<file path="src/hw/ufc_pkg.sv">
// Purpose: shared constants and types for the serial transmitter/receiver core
// Assumes: classic wishbone, 32-bit data, byte addresses on word boundaries
// Notes:   offsets and layouts are used by the core and by the bench
package ufc_pkg;
  localparam int unsigned FifoDepth   = 64;
  localparam int unsigned PtrW        = 6;
  localparam logic [7:0]  RegData     = 8'h00; // tx write / rx read
  localparam logic [7:0]  RegFlag     = 8'h04; // uart_flag_register
  localparam logic [7:0]  RegLineCtl  = 8'h08; // tx_line_control
  localparam logic [7:0]  RegCtrl     = 8'h0C;
  localparam logic [7:0]  RegDivisor  = 8'h10;
  localparam logic [7:0]  RegWater    = 8'h14;
  // line control bit positions
  localparam int unsigned LcBreak  = 0;
  localparam int unsigned LcParEn  = 1;
  localparam int unsigned LcParEv  = 2;
  localparam int unsigned LcStop2  = 3;
  localparam int unsigned LcFifoEn = 4;
  localparam int unsigned LcLenLo  = 5;  // 2-bit length: 0..3 means 5..8 bits
  localparam int unsigned LcStick  = 7;
  // control bit positions
  localparam int unsigned CrEnable = 0;
  localparam int unsigned CrOvs8   = 1;  // oversample_factor_sel
  localparam int unsigned CrRtsEn  = 2;  // request_to_send_enable
  localparam int unsigned CrCtsEn  = 3;  // clear_to_send_enable
  // flag register bit positions
  localparam int unsigned FrCts   = 0;
  localparam int unsigned FrBusy  = 3;
  localparam int unsigned FrRxEmp = 4;
  localparam int unsigned FrTxFul = 5;
  localparam int unsigned FrRxFul = 6;
  localparam int unsigned FrTxEmp = 7;
  // rx entry field positions
  localparam int unsigned RxFrame = 8;
  localparam int unsigned RxPar   = 9;
  localparam int unsigned RxBreak = 10;
  localparam int unsigned RxOver  = 11;
  localparam logic [7:0]  LineCtlReset = 8'h60;   // 8 bits, no parity, fifo off
  localparam logic [3:0]  CtrlReset    = 4'h0;
  localparam logic [15:0] DivReset     = 16'h0001;
  localparam logic [5:0]  WaterReset   = 6'h20;
  localparam logic [4:0]  StartCheck   = 5'd7;    // 8th tick after the edge
  localparam logic [31:0] BusUnmapped  = 32'h0000_0000;

  typedef enum logic [1:0] {TxIdle, TxShift} ufc_tx_e;
  typedef enum logic [1:0] {RxIdle, RxStart, RxBits, RxBrk} ufc_rx_e;

  typedef struct packed {
    logic       overrun;
    logic       brk;
    logic       parity;
    logic       framing;
    logic [7:0] data;
  } ufc_rxent_s;
endpackage : ufc_pkg

</file>
<file path="src/hw/ufc_core.sv">
// Purpose: serial transmitter and receiver with 64-entry fifos behind wishbone
// Assumes: one clock clk_sys at 200 MHz, rx and cts are asynchronous pins
// Notes:   divisor is an integer count of clk_sys per oversample tick
//
// Summary of operation
// - character length five to eight bits
// - even, odd, stick or no parity
// - one or two stop bits transmitted
// - break generate on tx, detect on rx
// - tx fifo 64x8, rx fifo 64x12
// - programmable bit rate up to 12.5 Mbps, 25 Mbps at 8x
// - rx entry: data, frame, parity, break, overrun
// - full fifo: set overrun, drop character
// - next stored character carries overrun, then clears
// - enabled tx sends back to back until empty
// - busy set as soon as tx non-empty
// - busy clears after last stop bit leaves
// - busy ignores enable, follows pending data
// - three samples per bit, majority wins
// - recheck start at 8th tick, 4th at 8x, reject false
// - data bits sampled every 16th tick, 8th at 8x
// - check parity; low stop means framing error
// - finished character stored with its flags
// - fifo off: bottom entry is holding register; here it is the entry at the pointer, which keeps advancing
// - fifo off: unread character causes overrun
// - fifo off: flags emulate one entry
// - tick is 16x rate, 8x when selected
// - cts enabled: start a character only while cts asserted
// - rts drops at watermark, returns below it
//
// Chosen here: the register offsets and the Wishbone slave port.
`timescale 1ns/10ps
module ufc_core (
  input  wire logic        clk_sys,   // system clock
  input  wire logic        rst,       // synchronous reset, active high
  input  wire logic        wb_cyc_i,  // wishbone cycle
  input  wire logic        wb_stb_i,  // wishbone strobe
  input  wire logic        wb_we_i,   // write enable
  input  wire logic [7:0]  wb_adr_i,  // byte address
  input  wire logic [3:0]  wb_sel_i,  // byte lanes
  input  wire logic [31:0] wb_dat_i,  // write data
  output logic      [31:0] wb_dat_o,  // read data
  output logic             wb_ack_o,  // acknowledge
  input  wire logic        rxPin,     // serial in
  input  wire logic        ctsPin_n,  // clear to send, active low
  output logic             txPin,     // serial out
  output logic             rtsPin_n   // request to send, active low
);
  // configuration registers
  logic [7:0]  lineCtl_q;
  logic [3:0]  ctrl_q;
  logic [15:0] div_q;
  logic [5:0]  water_q;
  // fifo storage and pointers
  logic [7:0]  txMem [ufc_pkg::FifoDepth];
  ufc_pkg::ufc_rxent_s rxMem [ufc_pkg::FifoDepth];
  logic [ufc_pkg::PtrW:0] txWr_q, txRd_q, rxWr_q, rxRd_q;
  logic [ufc_pkg::PtrW:0] txCnt, rxCnt;
  logic txEmpty, txFull, rxEmpty, rxFull, fifoOn;
  // bus decode
  logic wbReq, wrData, rdData, wrLane0;
  // oversample tick
  logic [15:0] divCnt_q;
  logic        tick;
  // synchronisers
  logic [1:0]  rxSync_q, ctsSync_q;
  logic        rxIn, ctsOk;
  // transmitter
  ufc_pkg::ufc_tx_e txSt_q;
  logic [11:0] txShf_q;
  logic [3:0]  txBits_q;
  logic [4:0]  txTick_q;
  logic        txPop;
  // receiver
  ufc_pkg::ufc_rx_e rxSt_q;
  logic [4:0]  rxTick_q;
  logic [3:0]  rxBit_q;
  logic [7:0]  rxShf_q;
  logic        rxParAcc_q, parErr_q, overrun_q, rxPush;
  ufc_pkg::ufc_rxent_s rxEnt;
  logic [2:0]  vote_q;
  logic [8:0]  lowBits_q;
  logic [3:0]  dataLen, frameBits;
  logic [4:0]  ovsLast, ovsMid;
  logic        majority;

  assign fifoOn  = lineCtl_q[ufc_pkg::LcFifoEn];
  assign dataLen = 4'd5 + {2'b00, lineCtl_q[ufc_pkg::LcLenLo +: 2]};
  // start + data + parity + one stop, used for break timing
  assign frameBits = dataLen + 4'd2 + {3'b000, lineCtl_q[ufc_pkg::LcParEn]};
  assign ovsLast = ctrl_q[ufc_pkg::CrOvs8] ? 5'd7 : 5'd15;
  assign ovsMid  = ctrl_q[ufc_pkg::CrOvs8] ? 5'd3 : ufc_pkg::StartCheck;
  assign txCnt   = txWr_q - txRd_q;
  assign rxCnt   = rxWr_q - rxRd_q;
  assign txEmpty = (txCnt == '0);
  // with fifos off one entry already counts as full
  assign txFull  = fifoOn ? (txCnt == 7'd64) : !txEmpty;
  assign rxEmpty = (rxCnt == '0);
  assign rxFull  = fifoOn ? (rxCnt == 7'd64) : !rxEmpty;
  assign wbReq   = wb_cyc_i && wb_stb_i && !wb_ack_o;
  assign wrLane0 = wbReq && wb_we_i && wb_sel_i[0];
  assign wrData  = wrLane0 && (wb_adr_i == ufc_pkg::RegData) && !txFull;
  assign rdData  = wbReq && !wb_we_i && (wb_adr_i == ufc_pkg::RegData) && !rxEmpty;
  assign rxIn    = rxSync_q[1];
  assign ctsOk   = !ctrl_q[ufc_pkg::CrCtsEn] || !ctsSync_q[1];
  assign majority = (vote_q[0] & vote_q[1]) | (vote_q[1] & vote_q[2])
                  | (vote_q[0] & vote_q[2]);

  // wishbone slave: one ack per request, single cycle latency
  always_ff @(posedge clk_sys) begin
    if (rst) begin
      wb_ack_o <= 1'b0;
      wb_dat_o <= '0;
    end else begin
      wb_ack_o <= wbReq;
      if (wbReq && !wb_we_i) begin
        unique case (wb_adr_i)
          ufc_pkg::RegData:    wb_dat_o <= {20'h0, rxMem[rxRd_q[5:0]]};
          ufc_pkg::RegFlag:    wb_dat_o <= {24'h0, txEmpty, rxFull, txFull, rxEmpty,
                                            (txSt_q != ufc_pkg::TxIdle) || !txEmpty,
                                            2'b00, !ctsSync_q[1]};
          ufc_pkg::RegLineCtl: wb_dat_o <= {24'h0, lineCtl_q};
          ufc_pkg::RegCtrl:    wb_dat_o <= {28'h0, ctrl_q};
          ufc_pkg::RegDivisor: wb_dat_o <= {16'h0, div_q};
          ufc_pkg::RegWater:   wb_dat_o <= {26'h0, water_q};
          default:             wb_dat_o <= ufc_pkg::BusUnmapped;
        endcase
      end
    end
  end

  // configuration writes, low lanes only
  always_ff @(posedge clk_sys) begin
    if (rst) begin
      lineCtl_q <= ufc_pkg::LineCtlReset;
      ctrl_q    <= ufc_pkg::CtrlReset;
      div_q     <= ufc_pkg::DivReset;
      water_q   <= ufc_pkg::WaterReset;
    end else if (wrLane0) begin
      if (wb_adr_i == ufc_pkg::RegLineCtl) lineCtl_q <= wb_dat_i[7:0];
      if (wb_adr_i == ufc_pkg::RegCtrl)    ctrl_q    <= wb_dat_i[3:0];
      if (wb_adr_i == ufc_pkg::RegDivisor && wb_sel_i[1]) div_q <= wb_dat_i[15:0];
      if (wb_adr_i == ufc_pkg::RegWater)   water_q   <= wb_dat_i[5:0];
    end
  end

  // oversample tick divider; divisor 0 behaves as 1
  always_ff @(posedge clk_sys) begin
    if (rst) begin
      divCnt_q <= '0;
      tick     <= 1'b0;
    end else if (divCnt_q + 16'd1 >= div_q) begin
      divCnt_q <= '0;
      tick     <= 1'b1;
    end else begin
      divCnt_q <= divCnt_q + 16'd1;
      tick     <= 1'b0;
    end
  end

  // two-stage synchronisers on the pins
  always_ff @(posedge clk_sys) begin
    if (rst) begin
      rxSync_q  <= 2'b11;
      ctsSync_q <= 2'b11;
    end else begin
      rxSync_q  <= {rxSync_q[0], rxPin};
      ctsSync_q <= {ctsSync_q[0], ctsPin_n};
    end
  end

  // tx fifo storage
  always_ff @(posedge clk_sys) begin
    if (wrData) txMem[txWr_q[5:0]] <= wb_dat_i[7:0];
  end

  // tx fifo pointers; reset empties it
  always_ff @(posedge clk_sys) begin
    if (rst) begin
      txWr_q <= '0;
      txRd_q <= '0;
    end else begin
      if (wrData) txWr_q <= txWr_q + 7'd1;
      if (txPop)  txRd_q <= txRd_q + 7'd1;
    end
  end

  // transmitter: frame loaded from fifo, cts checked only between frames
  assign txPop = (txSt_q == ufc_pkg::TxIdle) && !txEmpty && ctrl_q[ufc_pkg::CrEnable]
               && ctsOk && tick;
  always_ff @(posedge clk_sys) begin
    if (rst) begin
      txSt_q   <= ufc_pkg::TxIdle;
      txShf_q  <= '1;
      txBits_q <= '0;
      txTick_q <= '0;
      txPin    <= 1'b1;
    end else begin
      txPin <= lineCtl_q[ufc_pkg::LcBreak] ? 1'b0 : txShf_q[0];
      unique case (txSt_q)
        ufc_pkg::TxIdle: begin
          txShf_q <= '1;
          if (txPop) begin
            logic [7:0] d;
            logic       p;
            d = txMem[txRd_q[5:0]];
            d = d & (8'hFF >> (4'd8 - dataLen));
            p = lineCtl_q[ufc_pkg::LcStick] ? !lineCtl_q[ufc_pkg::LcParEv]
                : (^d) ^ !lineCtl_q[ufc_pkg::LcParEv];
            // shift in order: start, data, optional parity, stop bits
            txShf_q  <= ({3'b111, p, d} << 1) | ({12'hFFF} << (dataLen + 4'd1));
            if (lineCtl_q[ufc_pkg::LcParEn])
              txShf_q <= (({3'b111, p, d} << 1) & ~(12'hFFF << (dataLen + 4'd2)))
                       | (12'hFFF << (dataLen + 4'd2)) | ({11'h0, 1'b0})
                       | ({11'h0, p} << (dataLen + 4'd1));
            txBits_q <= frameBits - 4'd1 + {3'b000, lineCtl_q[ufc_pkg::LcStop2]};
            txTick_q <= '0;
            txSt_q   <= ufc_pkg::TxShift;
          end
        end
        ufc_pkg::TxShift: begin
          if (tick) begin
            if (txTick_q == ovsLast) begin
              txTick_q <= '0;
              txShf_q  <= {1'b1, txShf_q[11:1]};
              if (txBits_q == 4'd0) txSt_q <= ufc_pkg::TxIdle;
              else txBits_q <= txBits_q - 4'd1;
            end else begin
              txTick_q <= txTick_q + 5'd1;
            end
          end
        end
        default: txSt_q <= ufc_pkg::TxIdle;
      endcase
    end
  end

  // receiver: start check, per-bit vote around the midpoint, break watch
  always_ff @(posedge clk_sys) begin
    if (rst) begin
      rxSt_q     <= ufc_pkg::RxIdle;
      rxTick_q   <= '0;
      rxBit_q    <= '0;
      rxShf_q    <= '0;
      rxParAcc_q <= 1'b0;
      parErr_q   <= 1'b0;
      vote_q     <= 3'b111;
      rxPush     <= 1'b0;
      rxEnt      <= '0;
      lowBits_q  <= '0;
    end else begin
      rxPush <= 1'b0;
      if (tick) vote_q <= {vote_q[1:0], rxIn};
      unique case (rxSt_q)
        ufc_pkg::RxIdle: begin
          rxTick_q  <= '0;
          lowBits_q <= '0;
          if (tick && !rxIn) rxSt_q <= ufc_pkg::RxStart;
        end
        ufc_pkg::RxStart: if (tick) begin
          if (rxTick_q == ovsMid) begin
            rxTick_q <= '0;
            rxBit_q  <= '0;
            rxParAcc_q <= lineCtl_q[ufc_pkg::LcParEv] ? 1'b0 : 1'b1;
            rxSt_q   <= rxIn ? ufc_pkg::RxIdle : ufc_pkg::RxBits;
          end else rxTick_q <= rxTick_q + 5'd1;
        end
        ufc_pkg::RxBits: if (tick) begin
          if (!rxIn) lowBits_q <= lowBits_q + 9'd1;
          if (rxTick_q == ovsLast) begin
            rxTick_q <= '0;
            rxBit_q  <= rxBit_q + 4'd1;
            if (rxBit_q < dataLen) begin
              rxShf_q    <= {majority, rxShf_q[7:1]};
              rxParAcc_q <= rxParAcc_q ^ majority;
            end else if (rxBit_q == dataLen && lineCtl_q[ufc_pkg::LcParEn]) begin
              parErr_q <= lineCtl_q[ufc_pkg::LcStick]
                        ? (majority != !lineCtl_q[ufc_pkg::LcParEv])
                        : (rxParAcc_q ^ majority);
            end else begin
              // stop bit: low means framing error, all-low frame means break
              rxEnt.data    <= rxShf_q >> (4'd8 - dataLen);
              rxEnt.framing <= !majority;
              rxEnt.parity  <= lineCtl_q[ufc_pkg::LcParEn] && parErr_q;
              // count this tick too, its own increment is not yet visible
              rxEnt.brk     <= !majority && (lowBits_q + 9'd1 >= {frameBits - 4'd1, 4'h0}
                               >> ctrl_q[ufc_pkg::CrOvs8]);
              rxEnt.overrun <= 1'b0;
              rxPush        <= 1'b1;
              parErr_q      <= 1'b0;
              rxSt_q <= majority ? ufc_pkg::RxIdle : ufc_pkg::RxBrk;
            end
          end else rxTick_q <= rxTick_q + 5'd1;
        end
        ufc_pkg::RxBrk: if (tick && rxIn) rxSt_q <= ufc_pkg::RxIdle;  // wait for line idle
        default: rxSt_q <= ufc_pkg::RxIdle;
      endcase
    end
  end

  // rx fifo with overrun carry to the next stored character
  always_ff @(posedge clk_sys) begin
    if (rst) begin
      rxWr_q    <= '0;
      rxRd_q    <= '0;
      overrun_q <= 1'b0;
    end else begin
      if (rdData) rxRd_q <= rxRd_q + 7'd1;
      if (rxPush) begin
        if (rxFull && !rdData) begin
          overrun_q <= 1'b1;
        end else begin
          rxMem[rxWr_q[5:0]] <= '{overrun: overrun_q, brk: rxEnt.brk,
                                  parity: rxEnt.parity, framing: rxEnt.framing,
                                  data: rxEnt.data};
          rxWr_q    <= rxWr_q + 7'd1;
          overrun_q <= 1'b0;
        end
      end
    end
  end

  // rts: deasserted (high) once fill reaches watermark
  always_ff @(posedge clk_sys) begin
    if (rst) rtsPin_n <= 1'b1;
    else rtsPin_n <= ctrl_q[ufc_pkg::CrRtsEn] ? (rxCnt >= {1'b0, water_q})
                                              : !ctrl_q[ufc_pkg::CrEnable];
  end
endmodule : ufc_core

</file>
<file path="config.mk">
export PLATFORM = sky130hd
export DESIGN_NAME = ufc_core
export DESIGN_NICKNAME = d
export VERILOG_FILES = /design/src/hw/ufc_pkg.sv /design/src/hw/ufc_core.sv
export SDC_FILE = /design/constraint.sdc
export NUM_CORES = 2
export LEC_CHECK = 0
export ABC_AREA = 1
export BUFFER_PORTS_ARGS = -buffer_cell sky130_fd_sc_hd__buf_2
export CORE_AREA = 4 4 296 356
export CTS_BUF_LIST = sky130_fd_sc_hd__clkbuf_8
export CTS_CLUSTER_DIAMETER = 150
export DETAILED_ROUTE_END_ITERATION = 7
export DIE_AREA = 0 0 300 360
export HOLD_SLACK_MARGIN = 0.06
export PLACE_DENSITY = 0.85
export SYNTH_ARGS = -nofsm -noshare
export SYNTH_HDL_FRONTEND = slang
export SYNTH_SLANG_ARGS = --single-unit
</file>
<file path="constraint.sdc">
create_clock -name clk_sys -period 6.13 [get_ports clk_sys]
set_input_delay 0.613 -clock clk_sys [delete_from_list [all_inputs] [get_ports clk_sys]]
set_output_delay 0.613 -clock clk_sys [all_outputs]
set_load 0.01 [all_outputs]
</file>
==> flow_summary.json <==
{
  "run_status": "completed",
  "finalCoreUtilization_pct": 64.9,
  "p_sw_mw": 3.86,
  "drive_gt1_share_pct": 8.42,
  "worst_pin_slew_ps": 1430,
  "dp.cells": 6460,
  "slowest_delay_ps": 700,
  "cp_max_fo": 12,
  "reg2reg_to": "rxMem[53][7]",
  "yosysMostFrequentCell": "edfxtp_1",
  "rows": 128,
  "yosysTopAreaCell": "edfxtp_1",
  "dr.first_iter.drc_count": 5899,
  "cp_data_arrival_time_ps": 5330,
  "power.leakage_nw": 23.3,
  "regArea_um2": 42100,
  "io_pins": 86,
  "p_sw_share_pct": 21.2,
  "setup_tns_ps": 0,
  "drtAntennaViolNets": 0,
  "hold_class": "input port to register",
  "portBuffers": 51,
  "drcViolationCount": 0,
  "slew_viol_final": 0,
  "antenna_found_initial": 1,
  "r2r_setup_slack_ps": 1390,
  "synth_cell_types": 62,
  "syn_to_final_growth_pct": 8.48,
  "pwr-share-seq_pct": 58.8,
  "multi_input_area_um2": 16300,
  "fin_cells": 6868,
  "vias": 42642,
  "cts_inserted_buffers": 213,
  "path_common_cell": "nor2_1",
  "worstSetupPathType": "register to register",
  "root_buffer": "clkbuf_8",
  "cts_tree": "done",
  "hold_viol_final": 0,
  "place_area_um2": 61800,
  "drt_first_pass_iters": 6,
  "grt_pass1_wl_mm": 229,
  "rsz0062_at_grt": "no",
  "p_comb_share_pct": 1.0,
  "pre_cts_ws_ps": 1530,
  "yosys.area.top_type_share_pct": 63.2,
  "syn_avg_cell_area_um2": 11.5,
  "final.setup_skew_ps": 65.0,
  "final_area_um2": 65900,
  "die_area_um2": 108000,
  "ff2ff_path_depth": 17,
  "crit_path_start": "rxWr_q[0]",
  "reg2reg_from": "rxWr_q[0]",
  "die_x_um": 300,
  "synth_ff_type": "edfxtp_1",
  "cts_setup_buffers": 0,
  "ir_drop_mv": 0.357,
  "yosys_warnings": 0,
  "synth-seq-cells": 1460,
  "clk_pin_slew_ps": 70,
  "cp.required_ps": 6720,
  "setup_viol": 0,
  "setup_ws_ps": 1390,
  "synth.area.top_cells": "edfxtp_1 (63%), dfxtp_1 (5.9%), nand2_1 (5.4%), nand3_1 (5.0%), o21ai_0 (4.1%)",
  "timing.fmax_ghz": 0.211,
  "synth_edf_count": 1280,
  "period_share_pct": 77.3,
  "fin_nets": 5447,
  "clock_latency_ps": 910,
  "clock_sinks": 1460,
  "yosys-top-cells-count": "edfxtp_1 (1280), nand2_1 (871), nor2_1 (658), nand3_1 (605), o21ai_0 (501)",
  "grt_use_total_pct": 27.2,
  "maxCapViolCount": 0,
  "htree_levels": 4,
  "overflow": 0,
  "route.final.wire_length_mm": 150,
  "dp_hpwl_mm": 84.9,
  "maxSlewHeadroom_pct": 3.78,
  "postSynthCellCount": 5280,
  "die_height_um": 360,
  "viasPerCell": 6.21,
  "start_kind": "register",
  "power_per_cell_area_nw_per_um2": 277,
  "grt_max_degree": 210,
  "cp-end-kind": "register",
  "cp-endpoint": "rxMem[53][7]",
  "whs_ps": 195,
  "clk_path_buf_depth": 3,
  "power.internal_mw": 14.4,
  "power_mw": 18.2,
  "syn_area_um2": 60800,
  "crit_path_cell_trace": "clkinv_1 > ha_1 > inv_1 > fa_1 > nand3_1 > and2_1 > nor2_1 > nor2_1 > o21bai_1 > xor2_1 > nand3_2 > nand3_1 > nand2_2 > nor2_4 > nand4_2 > nor2_1 > buf_4",
  "slowest_stage": "nand4_2",
  "ys_seq_area_share_pct": 69.2,
  "grt_pass1_vias": 41677,
  "core-area_um2": 102000,
  "fillCellCount": 6986,
  "post-route-min-period_ps": 4740,
  "synthArstFlopShare_pct": 0,
  "gp_congestion": 0.936,
  "p_clk_share_pct": 40.2,
  "start_util_pct": 59.9,
  "avgRoutedWirePerCell_um": 21.9
}
==> timing repair <==
item | CTS | global route
hold buffers | 13 | 0
endpoints found under the hold margin | 12 | 0
resized for setup | 0 | 0
==> per-layer routing <==
metal | global-route usage, % | wire length [um] | vias up | part of all wire (%)
met3 | 5.65 | 16000 | 564 | 11
met4 | 15.6 | 8640 | 0 | 5.8
met2 | 45.2 | 73700 | 2799 | 49
met5 | 0 | 0 | - | 0
met1 | 33.2 | 51700 | 20198 | 34
li1 | - | - | 19081 | -
==> critical path, delay by kind of cell (launching register included) <==
kind / cells / cell delay [ps]
XOR/XNOR: 1 / 250
adder cells (fa/ha/maj): 2 / 480
buffers and inverters: 3 / 580
flip-flops: 1 / 420
AND/OR/NAND/NOR: 10 / 2560
AO/OA/AOI/OAI: 1 / 140
==> how the worst min path moves through the flow <==
stage	start	to	depth (start not counted)
after detailed placement	ctsSync_q[0]	ctsSync_q[1]	1
final	wb_sel_i[0]	water_q[0]	4
after CTS	wb_sel_i[0]	water_q[0]	4
after floorplan	ctsSync_q[0]	ctsSync_q[1]	1
after global routing	wb_sel_i[0]	water_q[0]	4
after global placement	ctsSync_q[0]	ctsSync_q[1]	1
==> state kept, by name, indices dropped and copies added, names as in the netlist, 9 cells and up, named ones only <==
| register | flops |
|---|---|
| div_q | 16 |
| rxEnt | 11 |
| rxMem | 768 |
| divCnt_q | 16 |
| txShf_q | 10 |
| lowBits_q | 9 |
| wb_dat_o | 16 |
| txMem | 512 |
==> cell type report <==
cell class | count | share of cell area [%]
diodes | 1 | 0.00380
clock buffers | 224 | 4.68
clock inverters | 169 | 1.42
inverters | 221 | 1.28
multi-input cells | 3288 | 24.7
flip-flops and latches | 1460 | 63.8
well taps | 1365 | 2.59
repair buffers | 140 | 1.52
==> cell families (layout without fill, tap and decap cells) <==
logic type,after synthesis,in the layout,share of synthesized area (%)
other,1,17,0.00617
adder cells (fa/ha/maj),72,72,1.51
AO/OA/AOI/OAI,941,941,9.26
multiplexers,1,1,0.0165
AND/OR/NAND/NOR,2226,2226,15.4
buffers and inverters,547,754,4.14
flip-flops,1460,1460,69.2
XOR/XNOR,32,32,0.461
==> power groups by stage <==
stage / Clock [mW] / Sequential [mW] / Combinational [mW]
global route: 7.86 / 10.7 / 0.197
finish: 7.34 / 10.7 / 0.180
global placement: 0 / 10.9 / 0.162
floorplan: 0 / 10.9 / 0.0797
CTS: 7.38 / 10.7 / 0.176
detailed placement: 0 / 10.9 / 0.169
==> cell usage in the layout (no fill, tap or decap), drive strengths merged, types with 9 or more instances in the layout <==
| master | count |
|---|---|
| dfxtp | 180 |
| a211oi | 9 |
| o22ai | 52 |
| o21ai | 504 |
| o311ai | 16 |
| nand3 | 607 |
| a21oi | 141 |
| xor2 | 21 |
| edfxtp | 1280 |
| conb | 16 |
| xnor2 | 11 |
| a31oi | 16 |
| buf | 127 |
| a221oi | 10 |
| nor2 | 661 |
| o221ai | 152 |
| inv | 277 |
| clkinv | 102 |
| o211ai | 16 |
| nand2 | 886 |
| ha | 70 |
| nand4 | 17 |
| dlygate4sd3 | 13 |
| nor3 | 34 |
| clkbuf | 224 |
Note: power is estimated with default switching activity, not from simulation.
